==> src/verilog/dma_pkg.sv <==
// Shared constants, types and helpers for the DMA channel block
`default_nettype none
package dma_pkg;
  localparam int NCH = 5;
  // Register indices; byte address is four times the index
  localparam logic [7:0] IDX_DONE = 8'hD1;
  localparam logic [7:0] IDX_CH1_LO = 8'hD2;
  localparam logic [7:0] IDX_CH1_HI = 8'hD3;
  localparam logic [7:0] IDX_CH0_LO = 8'hD4;
  localparam logic [7:0] IDX_CH0_HI = 8'hD5;
  localparam logic [7:0] IDX_ARM = 8'hD6;
  localparam logic [7:0] IDX_REQ = 8'hD7;
  localparam int ABORT_BIT = 7;
  localparam logic [7:0] ARM_RESET = 8'h00;
  localparam logic [15:0] PTR_RESET = 16'h0000;
  localparam logic [1:0] RESP_OKAY = 2'h0;
  localparam logic [1:0] RESP_SLVERR = 2'h2;
  // Length modes
  localparam logic [2:0] LENGTH_MODE_SEL_FIXED = 3'h0;
  localparam logic [2:0] LENGTH_MODE_SEL_PLUS1 = 3'h1;
  localparam logic [2:0] LENGTH_MODE_SEL_PLUS0 = 3'h2;
  localparam logic [2:0] LENGTH_MODE_SEL_PLUS2 = 3'h3;
  localparam logic [2:0] LENGTH_MODE_SEL_PLUS3 = 3'h4;
  localparam logic [2:0] LENGTH_MODE_SEL_FIXED_ALT = 3'h7;
  // Transfer kinds; bit 0 set means block, bit 1 set means repeated
  localparam logic [1:0] KIND_SINGLE = 2'h0;
  localparam logic [1:0] KIND_BLOCK = 2'h1;
  localparam logic [1:0] KIND_RSINGLE = 2'h2;
  localparam logic [1:0] KIND_RBLOCK = 2'h3;
  localparam logic [4:0] TRIGGER_SOURCE_SEL_NONE = 5'h00;
  localparam logic [4:0] TRIGGER_SOURCE_SEL_CHAIN = 5'h01;
  localparam logic [4:0] TRIGGER_SOURCE_SEL_FIRST = 5'h02;
  localparam logic [4:0] TRIGGER_SOURCE_SEL_LAST = 5'h1E;
  localparam int TRIGGER_SOURCE_SEL_LO = 8;
  localparam int TRIGGER_SOURCE_SEL_HI = 12;
  localparam logic [1:0] STEP_NONE = 2'h0;
  localparam logic [1:0] STEP_ONE = 2'h1;
  localparam logic [1:0] STEP_TWO = 2'h2;
  localparam logic [1:0] PRIO_LOW = 2'h0;
  localparam logic [1:0] PRIO_GUAR = 2'h1;
  localparam logic [1:0] PRIO_HIGH = 2'h2;
  localparam logic [2:0] LAST_DESC_BYTE = 3'h7;

  typedef enum logic [3:0] {
    S_IDLE = 4'h1,
    S_FETCH = 4'h2,
    S_READ = 4'h4,
    S_WRITE = 4'h8
  } state_t;

  // Address update after one transfer; a unit is a byte or a word
  function automatic logic [15:0] addr_step(input logic [15:0] a, input logic [1:0] s,
                                            input logic w);
    logic [15:0] u;
    u = w ? 16'h0002 : 16'h0001;
    case (s)
      STEP_NONE: addr_step = a;
      STEP_ONE: addr_step = a + u;
      STEP_TWO: addr_step = a + (u << 1);
      default: addr_step = a - u;
    endcase
  endfunction : addr_step
endpackage : dma_pkg
`default_nettype wire
==> src/verilog/dma_channel_descriptor_and_arm.sv <==
// Five-channel DMA engine with descriptor fetch, arming and bus arbitration
`timescale 1ns/1ps
`default_nettype none
// Behaviour
// - Length mode 111 uses the fixed count; 101 and 110 are reserved.
// - Thirteen-bit fixed count from bytes 4 and 5 caps variable lengths.
// - Counts are in words when wide transfers are selected, else bytes.
// - Byte 6 bit 7 picks 8-bit or 16-bit transfers.
// - Byte 6 bits 6:5 pick single, block, repeated single or repeated block.
// - Trigger code 00000 means only the software request starts the channel.
// - Trigger code 00001 means completion of the previous channel.
// - Codes 00010 to 11110 select peripheral events in ascending order.
// - Source address steps by 0, +1, +2 or -1 units per transfer.
// - Destination address steps the same way from byte 7 bits 5:4.
// - Byte 7 bit 3 gates the completion interrupt request.
// - For byte transfers, byte 7 bit 2 keeps only 7 length bits.
// - Priority 00 yields to CPU, 01 wins every second try, 10 wins.
// - Arm write with bit 7 set aborts every channel written as 1.
// - No transfer starts on a channel whose arm bit is clear.
// - Single and block modes clear the arm bit on completion.
// - Modes 001 to 100 take first unit plus 1, 0, 2, 3, capped.
// - Completion sets the channel's done flag.
// - Software request acts as one trigger, cleared when the loaded channel is granted.
// - Channel 0 has its own descriptor pointer; 1 to 4 share one.
module dma_channel_descriptor_and_arm (
  input wire logic clock,
  input wire logic rst,
  input wire logic [11:0] awaddr,
  input wire logic awvalid,
  output logic awready,
  input wire logic [31:0] wdata,
  input wire logic [3:0] wstrb,
  input wire logic wvalid,
  output logic wready,
  output logic [1:0] bresp,
  output logic bvalid,
  input wire logic bready,
  input wire logic [11:0] araddr,
  input wire logic arvalid,
  output logic arready,
  output logic [31:0] rdata,
  output logic [1:0] rresp,
  output logic rvalid,
  input wire logic rready,
  output logic mem_req,
  output logic mem_we,
  output logic mem_wide,
  output logic [15:0] mem_addr,
  output logic [15:0] mem_wdata,
  input wire logic [15:0] mem_rdata,
  input wire logic mem_ack,
  input wire logic cpu_bus_req,
  input wire logic [28:0] periph_trigger_source_sel,
  output logic [4:0] irq_req
);
  localparam int N = dma_pkg::NCH;

  function automatic logic reg_known(input logic [9:0] a);
    reg_known = (a[9:8] == 2'h0) && (a[7:0] >= dma_pkg::IDX_DONE) &&
                (a[7:0] <= dma_pkg::IDX_REQ);
  endfunction : reg_known

  function automatic logic [2:0] lowest(input logic [4:0] v);
    lowest = 3'h0;
    for (int i = N - 1; i >= 0; i--) begin
      if (v[i]) lowest = 3'(i);
    end
  endfunction : lowest

  dma_pkg::state_t state, next_state;
  logic [6:0] arm;
  logic [4:0] req, pend, loaded, first_pend, channel_done_flag;
  logic [15:0] ch0_descriptor_pointer, ch1to4_descriptor_pointer;
  logic [15:0] src_a [N];
  logic [15:0] dst_a [N];
  logic [12:0] left [N];
  logic [31:0] desc_mem [N];
  logic [2:0] cur, idx;
  logic [15:0] xfer_data;
  logic lost_turn;

  // Register bus decode
  logic wr_fire, wr_en, arm_wr, req_wr, done_wr, rd_fire;
  logic [7:0] wr_idx;
  logic [4:0] abort_hit, need, trigger_source_sel_hit, done_pulse, auto_clr, next_arm_lo, next_done;
  logic [2:0] pick;
  logic grant, service, want_bus, allowed, acked, last_unit, complete, abort_cur;
  logic [15:0] base;
  logic [31:0] rd_word;

  assign wr_fire = awvalid & wvalid & ~bvalid;
  assign awready = wvalid & ~bvalid;
  assign wready = awvalid & ~bvalid;
  assign wr_idx = awaddr[9:2];
  assign wr_en = wr_fire & reg_known(awaddr[11:2]) & wstrb[0];
  assign arm_wr = wr_en & (wr_idx == dma_pkg::IDX_ARM);
  assign req_wr = wr_en & (wr_idx == dma_pkg::IDX_REQ);
  assign done_wr = wr_en & (wr_idx == dma_pkg::IDX_DONE);
  assign rd_fire = arvalid & ~rvalid;
  assign arready = ~rvalid;
  assign abort_hit = (arm_wr & wdata[dma_pkg::ABORT_BIT]) ? wdata[4:0] : 5'h00;

  // Current channel descriptor fields
  logic [31:0] cur_desc;
  logic [2:0] length_mode_sel;
  logic [12:0] fixed_transfer_count, var_total;
  logic wide_transfer_sel, done_irq_gate, is_variable;
  logic [1:0] transfer_kind_sel, source_step_sel, dest_step_sel, priority_sel;

  assign cur_desc = desc_mem[cur];

  dma_descriptor_decode dec (
    .desc(cur_desc),
    .first_data(xfer_data),
    .length_mode_sel(length_mode_sel),
    .fixed_transfer_count(fixed_transfer_count),
    .wide_transfer_sel(wide_transfer_sel),
    .transfer_kind_sel(transfer_kind_sel),
    .trigger_source_sel(),
    .source_step_sel(source_step_sel),
    .dest_step_sel(dest_step_sel),
    .done_irq_gate(done_irq_gate),
    .length_byte_7bit_sel(),
    .priority_sel(priority_sel),
    .is_variable(is_variable),
    .var_total(var_total)
  );

  // Arming: an unloaded armed channel fetches its descriptor first
  assign need = arm[4:0] & (~loaded | pend | req);
  assign pick = lowest(need);
  assign grant = (state == dma_pkg::S_IDLE) & (|need) & ~abort_hit[pick];
  assign service = grant & loaded[pick];
  assign abort_cur = (state != dma_pkg::S_IDLE) & abort_hit[cur];

  assign base = (cur == 3'h0) ? ch0_descriptor_pointer :
                ch1to4_descriptor_pointer + {10'h000, 3'(cur - 3'h1), 3'h0};
  assign want_bus = (state != dma_pkg::S_IDLE);
  // Priority 11 is treated as 10; it is kept for port access by software
  assign allowed = priority_sel[1] | ~cpu_bus_req |
                   ((priority_sel == dma_pkg::PRIO_GUAR) & lost_turn);
  assign mem_req = want_bus & allowed;
  assign mem_we = (state == dma_pkg::S_WRITE);
  assign mem_wide = wide_transfer_sel & (state != dma_pkg::S_FETCH);
  assign mem_addr = (state == dma_pkg::S_FETCH) ? base + {13'h0000, idx} :
                    (state == dma_pkg::S_READ) ? src_a[cur] : dst_a[cur];
  assign mem_wdata = xfer_data;
  assign acked = mem_req & mem_ack;
  // One count step per unit, whether byte or word
  assign last_unit = first_pend[cur] ? (var_total <= 13'h0001) :
                     (left[cur] <= 13'h0001);
  assign complete = (state == dma_pkg::S_WRITE) & acked & last_unit & ~abort_hit[cur];

  always_comb begin
    done_pulse = 5'h00;
    done_pulse[cur] = complete;
  end

  // Hardware triggers are only looked at once the descriptor is known
  always_comb begin
    logic [4:0] sel;
    sel = 5'h00;
    for (int i = 0; i < N; i++) begin
      sel = desc_mem[i][dma_pkg::TRIGGER_SOURCE_SEL_HI:dma_pkg::TRIGGER_SOURCE_SEL_LO];
      trigger_source_sel_hit[i] = 1'b0;
      if (!loaded[i] || sel == dma_pkg::TRIGGER_SOURCE_SEL_NONE) begin
        trigger_source_sel_hit[i] = 1'b0;
      end else if (sel == dma_pkg::TRIGGER_SOURCE_SEL_CHAIN) begin
        trigger_source_sel_hit[i] = done_pulse[(i + N - 1) % N];
      end else if (sel <= dma_pkg::TRIGGER_SOURCE_SEL_LAST) begin
        trigger_source_sel_hit[i] = periph_trigger_source_sel[5'(sel - dma_pkg::TRIGGER_SOURCE_SEL_FIRST)];
      end
    end
  end

  assign auto_clr = transfer_kind_sel[1] ? 5'h00 : done_pulse;
  assign next_arm_lo = !arm_wr ? arm[4:0] & ~auto_clr :
                       wdata[dma_pkg::ABORT_BIT] ? arm[4:0] & ~auto_clr & ~wdata[4:0] :
                       wdata[4:0];
  // A completion in the same cycle as a clearing write still leaves its flag
  assign next_done = (channel_done_flag & (done_wr ? wdata[4:0] : 5'h1F)) | done_pulse;

  always_comb begin
    next_state = state;
    case (state)
      dma_pkg::S_IDLE: begin
        if (grant) next_state = loaded[pick] ? dma_pkg::S_READ : dma_pkg::S_FETCH;
      end
      dma_pkg::S_FETCH: begin
        if (acked && idx == dma_pkg::LAST_DESC_BYTE) next_state = dma_pkg::S_IDLE;
      end
      dma_pkg::S_READ: begin
        if (acked) next_state = dma_pkg::S_WRITE;
      end
      dma_pkg::S_WRITE: begin
        if (acked) begin
          next_state = (last_unit || !transfer_kind_sel[0]) ? dma_pkg::S_IDLE :
                       dma_pkg::S_READ;
        end
      end
      default: next_state = dma_pkg::S_IDLE;
    endcase
    if (abort_cur) next_state = dma_pkg::S_IDLE;
  end

  always_comb begin
    case (araddr[9:2])
      dma_pkg::IDX_DONE: rd_word = {27'h0000000, channel_done_flag};
      dma_pkg::IDX_CH1_LO: rd_word = {24'h000000, ch1to4_descriptor_pointer[7:0]};
      dma_pkg::IDX_CH1_HI: rd_word = {24'h000000, ch1to4_descriptor_pointer[15:8]};
      dma_pkg::IDX_CH0_LO: rd_word = {24'h000000, ch0_descriptor_pointer[7:0]};
      dma_pkg::IDX_CH0_HI: rd_word = {24'h000000, ch0_descriptor_pointer[15:8]};
      dma_pkg::IDX_ARM: rd_word = {24'h000000, 1'b0, arm};
      dma_pkg::IDX_REQ: rd_word = {27'h0000000, req};
      default: rd_word = 32'h00000000;
    endcase
  end

  // Bus slave answers
  always_ff @(posedge clock) begin
    if (rst) begin
      bvalid <= 1'b0;
      bresp <= dma_pkg::RESP_OKAY;
      rvalid <= 1'b0;
      rresp <= dma_pkg::RESP_OKAY;
      rdata <= 32'h00000000;
    end else begin
      if (wr_fire) begin
        bvalid <= 1'b1;
        bresp <= reg_known(awaddr[11:2]) ? dma_pkg::RESP_OKAY : dma_pkg::RESP_SLVERR;
      end else if (bready) begin
        bvalid <= 1'b0;
      end
      if (rd_fire) begin
        rvalid <= 1'b1;
        rdata <= reg_known(araddr[11:2]) ? rd_word : 32'h00000000;
        rresp <= reg_known(araddr[11:2]) ? dma_pkg::RESP_OKAY : dma_pkg::RESP_SLVERR;
      end else if (rready) begin
        rvalid <= 1'b0;
      end
    end
  end

  // Control registers
  always_ff @(posedge clock) begin
    if (rst) begin
      arm <= dma_pkg::ARM_RESET[6:0];
      channel_done_flag <= 5'h00;
      ch0_descriptor_pointer <= dma_pkg::PTR_RESET;
      ch1to4_descriptor_pointer <= dma_pkg::PTR_RESET;
      irq_req <= 5'h00;
    end else begin
      arm[4:0] <= next_arm_lo;
      if (arm_wr && !wdata[dma_pkg::ABORT_BIT]) arm[6:5] <= wdata[6:5];
      channel_done_flag <= next_done;
      irq_req <= done_pulse & {5{done_irq_gate}};
      if (wr_en && wr_idx == dma_pkg::IDX_CH0_LO) ch0_descriptor_pointer[7:0] <= wdata[7:0];
      if (wr_en && wr_idx == dma_pkg::IDX_CH0_HI) ch0_descriptor_pointer[15:8] <= wdata[7:0];
      if (wr_en && wr_idx == dma_pkg::IDX_CH1_LO) ch1to4_descriptor_pointer[7:0] <= wdata[7:0];
      if (wr_en && wr_idx == dma_pkg::IDX_CH1_HI) ch1to4_descriptor_pointer[15:8] <= wdata[7:0];
    end
  end

  // Per-channel trigger latches; a new event wins over the clear
  always_ff @(posedge clock) begin
    if (rst) begin
      req <= 5'h00;
      pend <= 5'h00;
      loaded <= 5'h00;
    end else begin
      for (int i = 0; i < N; i++) begin
        if (req_wr && wdata[i]) req[i] <= 1'b1;
        else if ((service && pick == 3'(i)) || abort_hit[i]) req[i] <= 1'b0;
        if (trigger_source_sel_hit[i]) pend[i] <= 1'b1;
        else if ((service && pick == 3'(i)) || abort_hit[i] || !loaded[i]) pend[i] <= 1'b0;
        if (abort_hit[i] || done_pulse[i]) loaded[i] <= 1'b0;
        else if (state == dma_pkg::S_FETCH && acked && idx == dma_pkg::LAST_DESC_BYTE &&
                 cur == 3'(i)) loaded[i] <= 1'b1;
      end
    end
  end

  // Engine state and per-channel transfer progress
  always_ff @(posedge clock) begin
    if (rst) begin
      state <= dma_pkg::S_IDLE;
      cur <= 3'h0;
      idx <= 3'h0;
      xfer_data <= 16'h0000;
      lost_turn <= 1'b0;
      first_pend <= 5'h00;
      // Cleared so a first fetch arbitrates at low priority, never on unknown bits
      for (int i = 0; i < N; i++) desc_mem[i] <= 32'h00000000;
    end else begin
      state <= next_state;
      if (acked) lost_turn <= 1'b0;
      else if (want_bus && !mem_req) lost_turn <= 1'b1;
      if (grant) begin
        cur <= pick;
        idx <= 3'h0;
      end
      if (state == dma_pkg::S_FETCH && acked) begin
        idx <= idx + 3'h1;
        case (idx)
          3'h0: src_a[cur][15:8] <= mem_rdata[7:0];
          3'h1: src_a[cur][7:0] <= mem_rdata[7:0];
          3'h2: dst_a[cur][15:8] <= mem_rdata[7:0];
          3'h3: dst_a[cur][7:0] <= mem_rdata[7:0];
          3'h4: desc_mem[cur][31:24] <= mem_rdata[7:0];
          3'h5: desc_mem[cur][23:16] <= mem_rdata[7:0];
          3'h6: desc_mem[cur][15:8] <= mem_rdata[7:0];
          default: begin
            desc_mem[cur][7:0] <= mem_rdata[7:0];
            left[cur] <= fixed_transfer_count;
            first_pend[cur] <= is_variable;
          end
        endcase
      end
      if (state == dma_pkg::S_READ && acked) xfer_data <= mem_rdata;
      if (state == dma_pkg::S_WRITE && acked) begin
        src_a[cur] <= dma_pkg::addr_step(src_a[cur], source_step_sel, wide_transfer_sel);
        dst_a[cur] <= dma_pkg::addr_step(dst_a[cur], dest_step_sel, wide_transfer_sel);
        left[cur] <= first_pend[cur] ? var_total - 13'h0001 : left[cur] - 13'h0001;
        first_pend[cur] <= 1'b0;
      end
    end
  end
endmodule : dma_channel_descriptor_and_arm
`default_nettype wire

==> src/verilog/dma_descriptor_decode.sv <==
// Field decoder for descriptor bytes 4 to 7 and the variable length count
`timescale 1ns/1ps
`default_nettype none
module dma_descriptor_decode (
  input wire logic [31:0] desc,
  input wire logic [15:0] first_data,
  output logic [2:0] length_mode_sel,
  output logic [12:0] fixed_transfer_count,
  output logic wide_transfer_sel,
  output logic [1:0] transfer_kind_sel,
  output logic [4:0] trigger_source_sel,
  output logic [1:0] source_step_sel,
  output logic [1:0] dest_step_sel,
  output logic done_irq_gate,
  output logic length_byte_7bit_sel,
  output logic [1:0] priority_sel,
  output logic is_variable,
  output logic [12:0] var_total
);
  logic [12:0] first_len;
  logic [13:0] raw_total;

  assign length_mode_sel = desc[31:29];
  assign fixed_transfer_count = desc[28:16];
  assign wide_transfer_sel = desc[15];
  assign transfer_kind_sel = desc[14:13];
  assign trigger_source_sel = desc[12:8];
  assign source_step_sel = desc[7:6];
  assign dest_step_sel = desc[5:4];
  assign done_irq_gate = desc[3];
  assign length_byte_7bit_sel = desc[2];
  assign priority_sel = desc[1:0];
  // Reserved codes fall back to the fixed count, so nothing relies on them
  assign is_variable = (length_mode_sel >= dma_pkg::LENGTH_MODE_SEL_PLUS1) &&
                       (length_mode_sel <= dma_pkg::LENGTH_MODE_SEL_PLUS3);
  // The 7-bit option only matters for byte transfers
  assign first_len = wide_transfer_sel ? first_data[12:0] :
                     length_byte_7bit_sel ? {6'h00, first_data[6:0]} :
                     {5'h00, first_data[7:0]};

  always_comb begin
    case (length_mode_sel)
      dma_pkg::LENGTH_MODE_SEL_PLUS1: raw_total = {1'b0, first_len} + 14'h0001;
      dma_pkg::LENGTH_MODE_SEL_PLUS0: raw_total = {1'b0, first_len};
      dma_pkg::LENGTH_MODE_SEL_PLUS2: raw_total = {1'b0, first_len} + 14'h0002;
      dma_pkg::LENGTH_MODE_SEL_PLUS3: raw_total = {1'b0, first_len} + 14'h0003;
      default: raw_total = {1'b0, fixed_transfer_count};
    endcase
  end

  // The fixed count caps every variable length
  assign var_total = (raw_total > {1'b0, fixed_transfer_count}) ?
                     fixed_transfer_count : raw_total[12:0];
endmodule : dma_descriptor_decode
`default_nettype wire

==> config.mk <==
export PLATFORM = sky130hd
export DESIGN_NAME = dma_channel_descriptor_and_arm
export DESIGN_NICKNAME = d
export VERILOG_FILES = /design/src/verilog/dma_pkg.sv /design/src/verilog/dma_channel_descriptor_and_arm.sv /design/src/verilog/dma_descriptor_decode.sv
export SDC_FILE = /design/constraint.sdc
export NUM_CORES = 1
export LEC_CHECK = 0
export BUFFER_PORTS_ARGS = -buffer_cell sky130_fd_sc_hd__buf_2
export CORE_MARGIN = 1
export CORE_UTILIZATION = 30
export DETAILED_ROUTE_END_ITERATION = 10
export GPL_TIMING_DRIVEN = 0
export HOLD_SLACK_MARGIN = 0.05
export SLEW_MARGIN = 20
export SYNTH_ARGS = -nofsm -noshare
export SYNTH_HDL_FRONTEND = slang
export SYNTH_HIERARCHICAL = 1
export SYNTH_SLANG_ARGS = --single-unit
==> constraint.sdc <==
create_clock -name clock -period 7.8 [get_ports clock]
set_input_delay 1.56 -clock clock [delete_from_list [all_inputs] [get_ports clock]]
set_output_delay 1.56 -clock clock [all_outputs]
set_load 0.005 [all_outputs]
==> summary by stage <==
Run status
The flow ran to the end, but the final reports show violations. The final reports fail on design-rule violations.

Worst setup path
The largest stage delay on the critical path is 0.57 ns. The slack of the worst reg-to-reg path is 0.29 ns. The endpoint identified for the worst register-to-register timing path is pend[4]. The endpoint required time on the critical path is 8.37 ns. The category of the most critical setup path is flop to flop. For this design, the slowest cell found on the critical path is or4_4. For the worst flop-to-flop path, the logic depth is 32. Of all nets on the critical path, the largest fanout is 10. Counting stages on the worst path, the most repeated cell is nand2_1. At the worst endpoint, the arrival time is 8.09 ns. The nature of the critical path endpoint is a flop. The kind of start point of the critical path is a flop.

CTS
The clock net in this run drives a total of 577 sinks. The number of buffers created by CTS is 66. After clock tree synthesis, the clock-pin slew on the worst setup and hold paths is 0.06 ns. The clock network latency to the later pin of the worst-skew pair is 0.65 ns. The maximum buffer depth of the clock tree is 3. The CTS tree is yes. CTS built an H-tree with a depth of 3. The tree is rooted in a clkbuf_16.

Floorplan
The vertical extent of the die is 328.8 um. In this run the standard cell core region covers 105600 um^2. The die covers 108100 um^2. The number of top-level design ports is 195.

The cell row count is 119. The initial core utilization is 30.34%. The horizontal die dimension is 328.8 um.

Logic synthesis
The synthesized netlist occupies a cell area of 32030 um^2. During synthesis, Yosys emitted a total of 6 warnings. Synthesis handed over a netlist of 2773 instances.

The average footprint of a synthesized cell is 11.55 um^2.

Global route
The first-pass GRT wire length is 145.3 mm. The residual overflow from global routing is 0. The overall fraction of global-route tracks in use is 17.77%. The number of antenna violations at the first check in global routing was 5. Entering global routing, the biggest net connects 29 pins. The via count of the first global-routing pass is 22770.

Detailed routing
The initial detailed-routing violation count is 2275. The highest layer touched by signal routing is met5. The met1 wire length is 41.15 mm. The routed length on met2 is 46.46 mm. The total wirelength of the detailed-routed design is 96.74 mm. The count of unresolved DRC violations after routing is 20. The average wire per standard cell is 21.78 um.

In this run the remaining antenna-violating nets after routing total 0. The via-per-instance ratio is 5.250. The first-pass iteration count of the detailed router is 8. The total met3 wirelength after detailed routing is 6.555 mm.

The routed layout has 23320 vias.

STA
The transition at the pin with the smallest max-transition slack is 1.227 ns. Measured against its own limit, the worst slew margin works out to 18.20%. The share of the clock period used by the worst path is 96.34%.

The worst path in the final design needs a cycle of 7.514 ns, including I/O delays and setup. Setup repair after global routing left no endpoint under its margin. The max-slew violation count is 0. Setup violations remaining at the end of the flow were counted as 0. The upper clock frequency limit is 0.1331 GHz. The worst setup skew after layout is 0.05747 ns. The number of failing hold endpoints at the final stage is 0.

Placed design
Summed over all nets, the half-perimeter wirelength after detailed placement is 70.78 mm. The final weighted congestion in routability-driven placement is 0.9225. Buffers placed on the I/O ports in this run total 133.

Power
The leakage power is 12.99 nW. The power consumption is 7.115 mW. Power spread over the standard cell area amounts to 191.9 nW/um^2. The peak ir drop on the vdd network is 0.0001391 V.

Cells and area
The ratio of cells with drive above 1 in the final layout is 19.02%. The final net count is 3199. For this run, the share of the core covered by cells in the final layout is 35.13%.

The layout-stage area growth over the synthesis result is 15.77%.

Min path
The worst hold path belongs to the class flop to flop. Counting instances, the worst hold path has a depth of 2. The terminating pin of the worst hold path is mem_wdata[14]. The start point of the worst hold path is mem_wdata[14].

Job
Max-cap violations in this run came to 0.
==> per-layer routing <==
| metal | GRT usage (%) | vias up |
|---|---|---|
| met5 | 0 | - |
| met1 | 23.73 | 11660 |
| met3 | 2.756 | 164 |
| met2 | 29.32 | 795 |
| li1 | - | 10700 |
| met4 | 5.784 | 2 |
==> per-stage QoR <==
stage	cells	setup WS, ns	setup TNS (ns)	hold WS (ns)	area, um^2
after global routing	4441	0.01562	0	0.4772	37080
final	4442	0.2858	0	0.4547	37080
after floorplan	2798	0.07175	0	0.4450	32130
after CTS	4441	0.009386	0	0.4569	37010
after detailed placement	4323	-2.505	-182.82	0.4480	34560
after global placement	4322	-2.485	-178.27	0.4438	34540
==> repair_timing <==
item | 4_1_cts | 5_1_grt
pin swaps | 3 | 2
hold buffers | 0 | 0
gates resized for setup | 56 | 19
setup buffers | 7 | 1
setup endpoints to repair | 92 | 66
==> final cells by class <==
type	instances	area, um^2
Clock buffer	74	1682
Inverter	65	254.0
Clock inverter	46	561.8
Fill cell	10320	68480
Buffer	189	1169
Tap cell	1391	1740
Sequential cell	577	16220
Multi-Input combinational cell	1957	14720
Antenna cell	1	2.502
Timing Repair Buffer	142	730.7
==> worst max path at each step <==
stage	cells past startpoint	end	startpoint
5_1_grt	32	pend[4]	flop
4_1_cts	32	pend[4]	flop
2_1_floorplan	34	pend[1]	flop
6_report	32	pend[4]	flop
3_3_place_gp	34	arm[4]	flop
3_5_place_dp	34	arm[4]	flop
==> cells in the final DEF (no fill, tap or decap), types with 14 or more instances in the layout <==
cell	n
mux2i_1	72
xor2_1	50
mux2_2	30
nor2_1	223
nand2_1	322
a31oi_1	23
nand2b_1	15
a21o_1	27
and3_1	24
nand4_1	20
xnor2_1	48
clkinv_2	14
or2_2	19
conb_1	26
nand3_1	59
and2_1	172
clkbuf_16	66
o21ai_0	87
buf_2	143
a21oi_1	173
clkbuf_1	100
ha_1	80
dfxtp_1	110
buf_4	65
mux4_2	134
inv_1	62
edfxtp_1	466
nor3_1	39
nor2b_1	18
or3_1	20
==> where the power goes <==
group          total, mW  internal (mW)  leakage [nW]  switching, mW
clock               3.19           1.83          1.09           1.36
sequential          3.39           3.36          5.20         0.0238
combinational      0.543          0.216          6.70          0.327
total               7.12           5.40          13.0           1.71
==> state kept, by name, indices dropped and copies added (netlist names), 4 cells and up, named ones only <==
name / count
first_pend: 5
loaded: 5
dst_a: 80
desc_mem: 241
rdata: 8
mem_wdata: 16
irq_req: 5
ch1to4_descriptor_pointer: 16
pend: 5
req: 5
left: 65
channel_done_flag: 5
ch0_descriptor_pointer: 16
src_a: 80
arm: 7
state: 4
==> critical path, delay by kind of cell (launching register included) <==
family | cells | cell delay (ns)
AOI/OAI and AO/OA | 3 | 0.82
DFF | 1 | 0.40
muxes | 2 | 0.83
xor gates and xnor gates | 1 | 0.18
and+or+nand+nor | 17 | 3.49
adders and majority gates | 2 | 0.68
buffers and inverters | 7 | 1.02
Power figures use the tool's default switching activity.
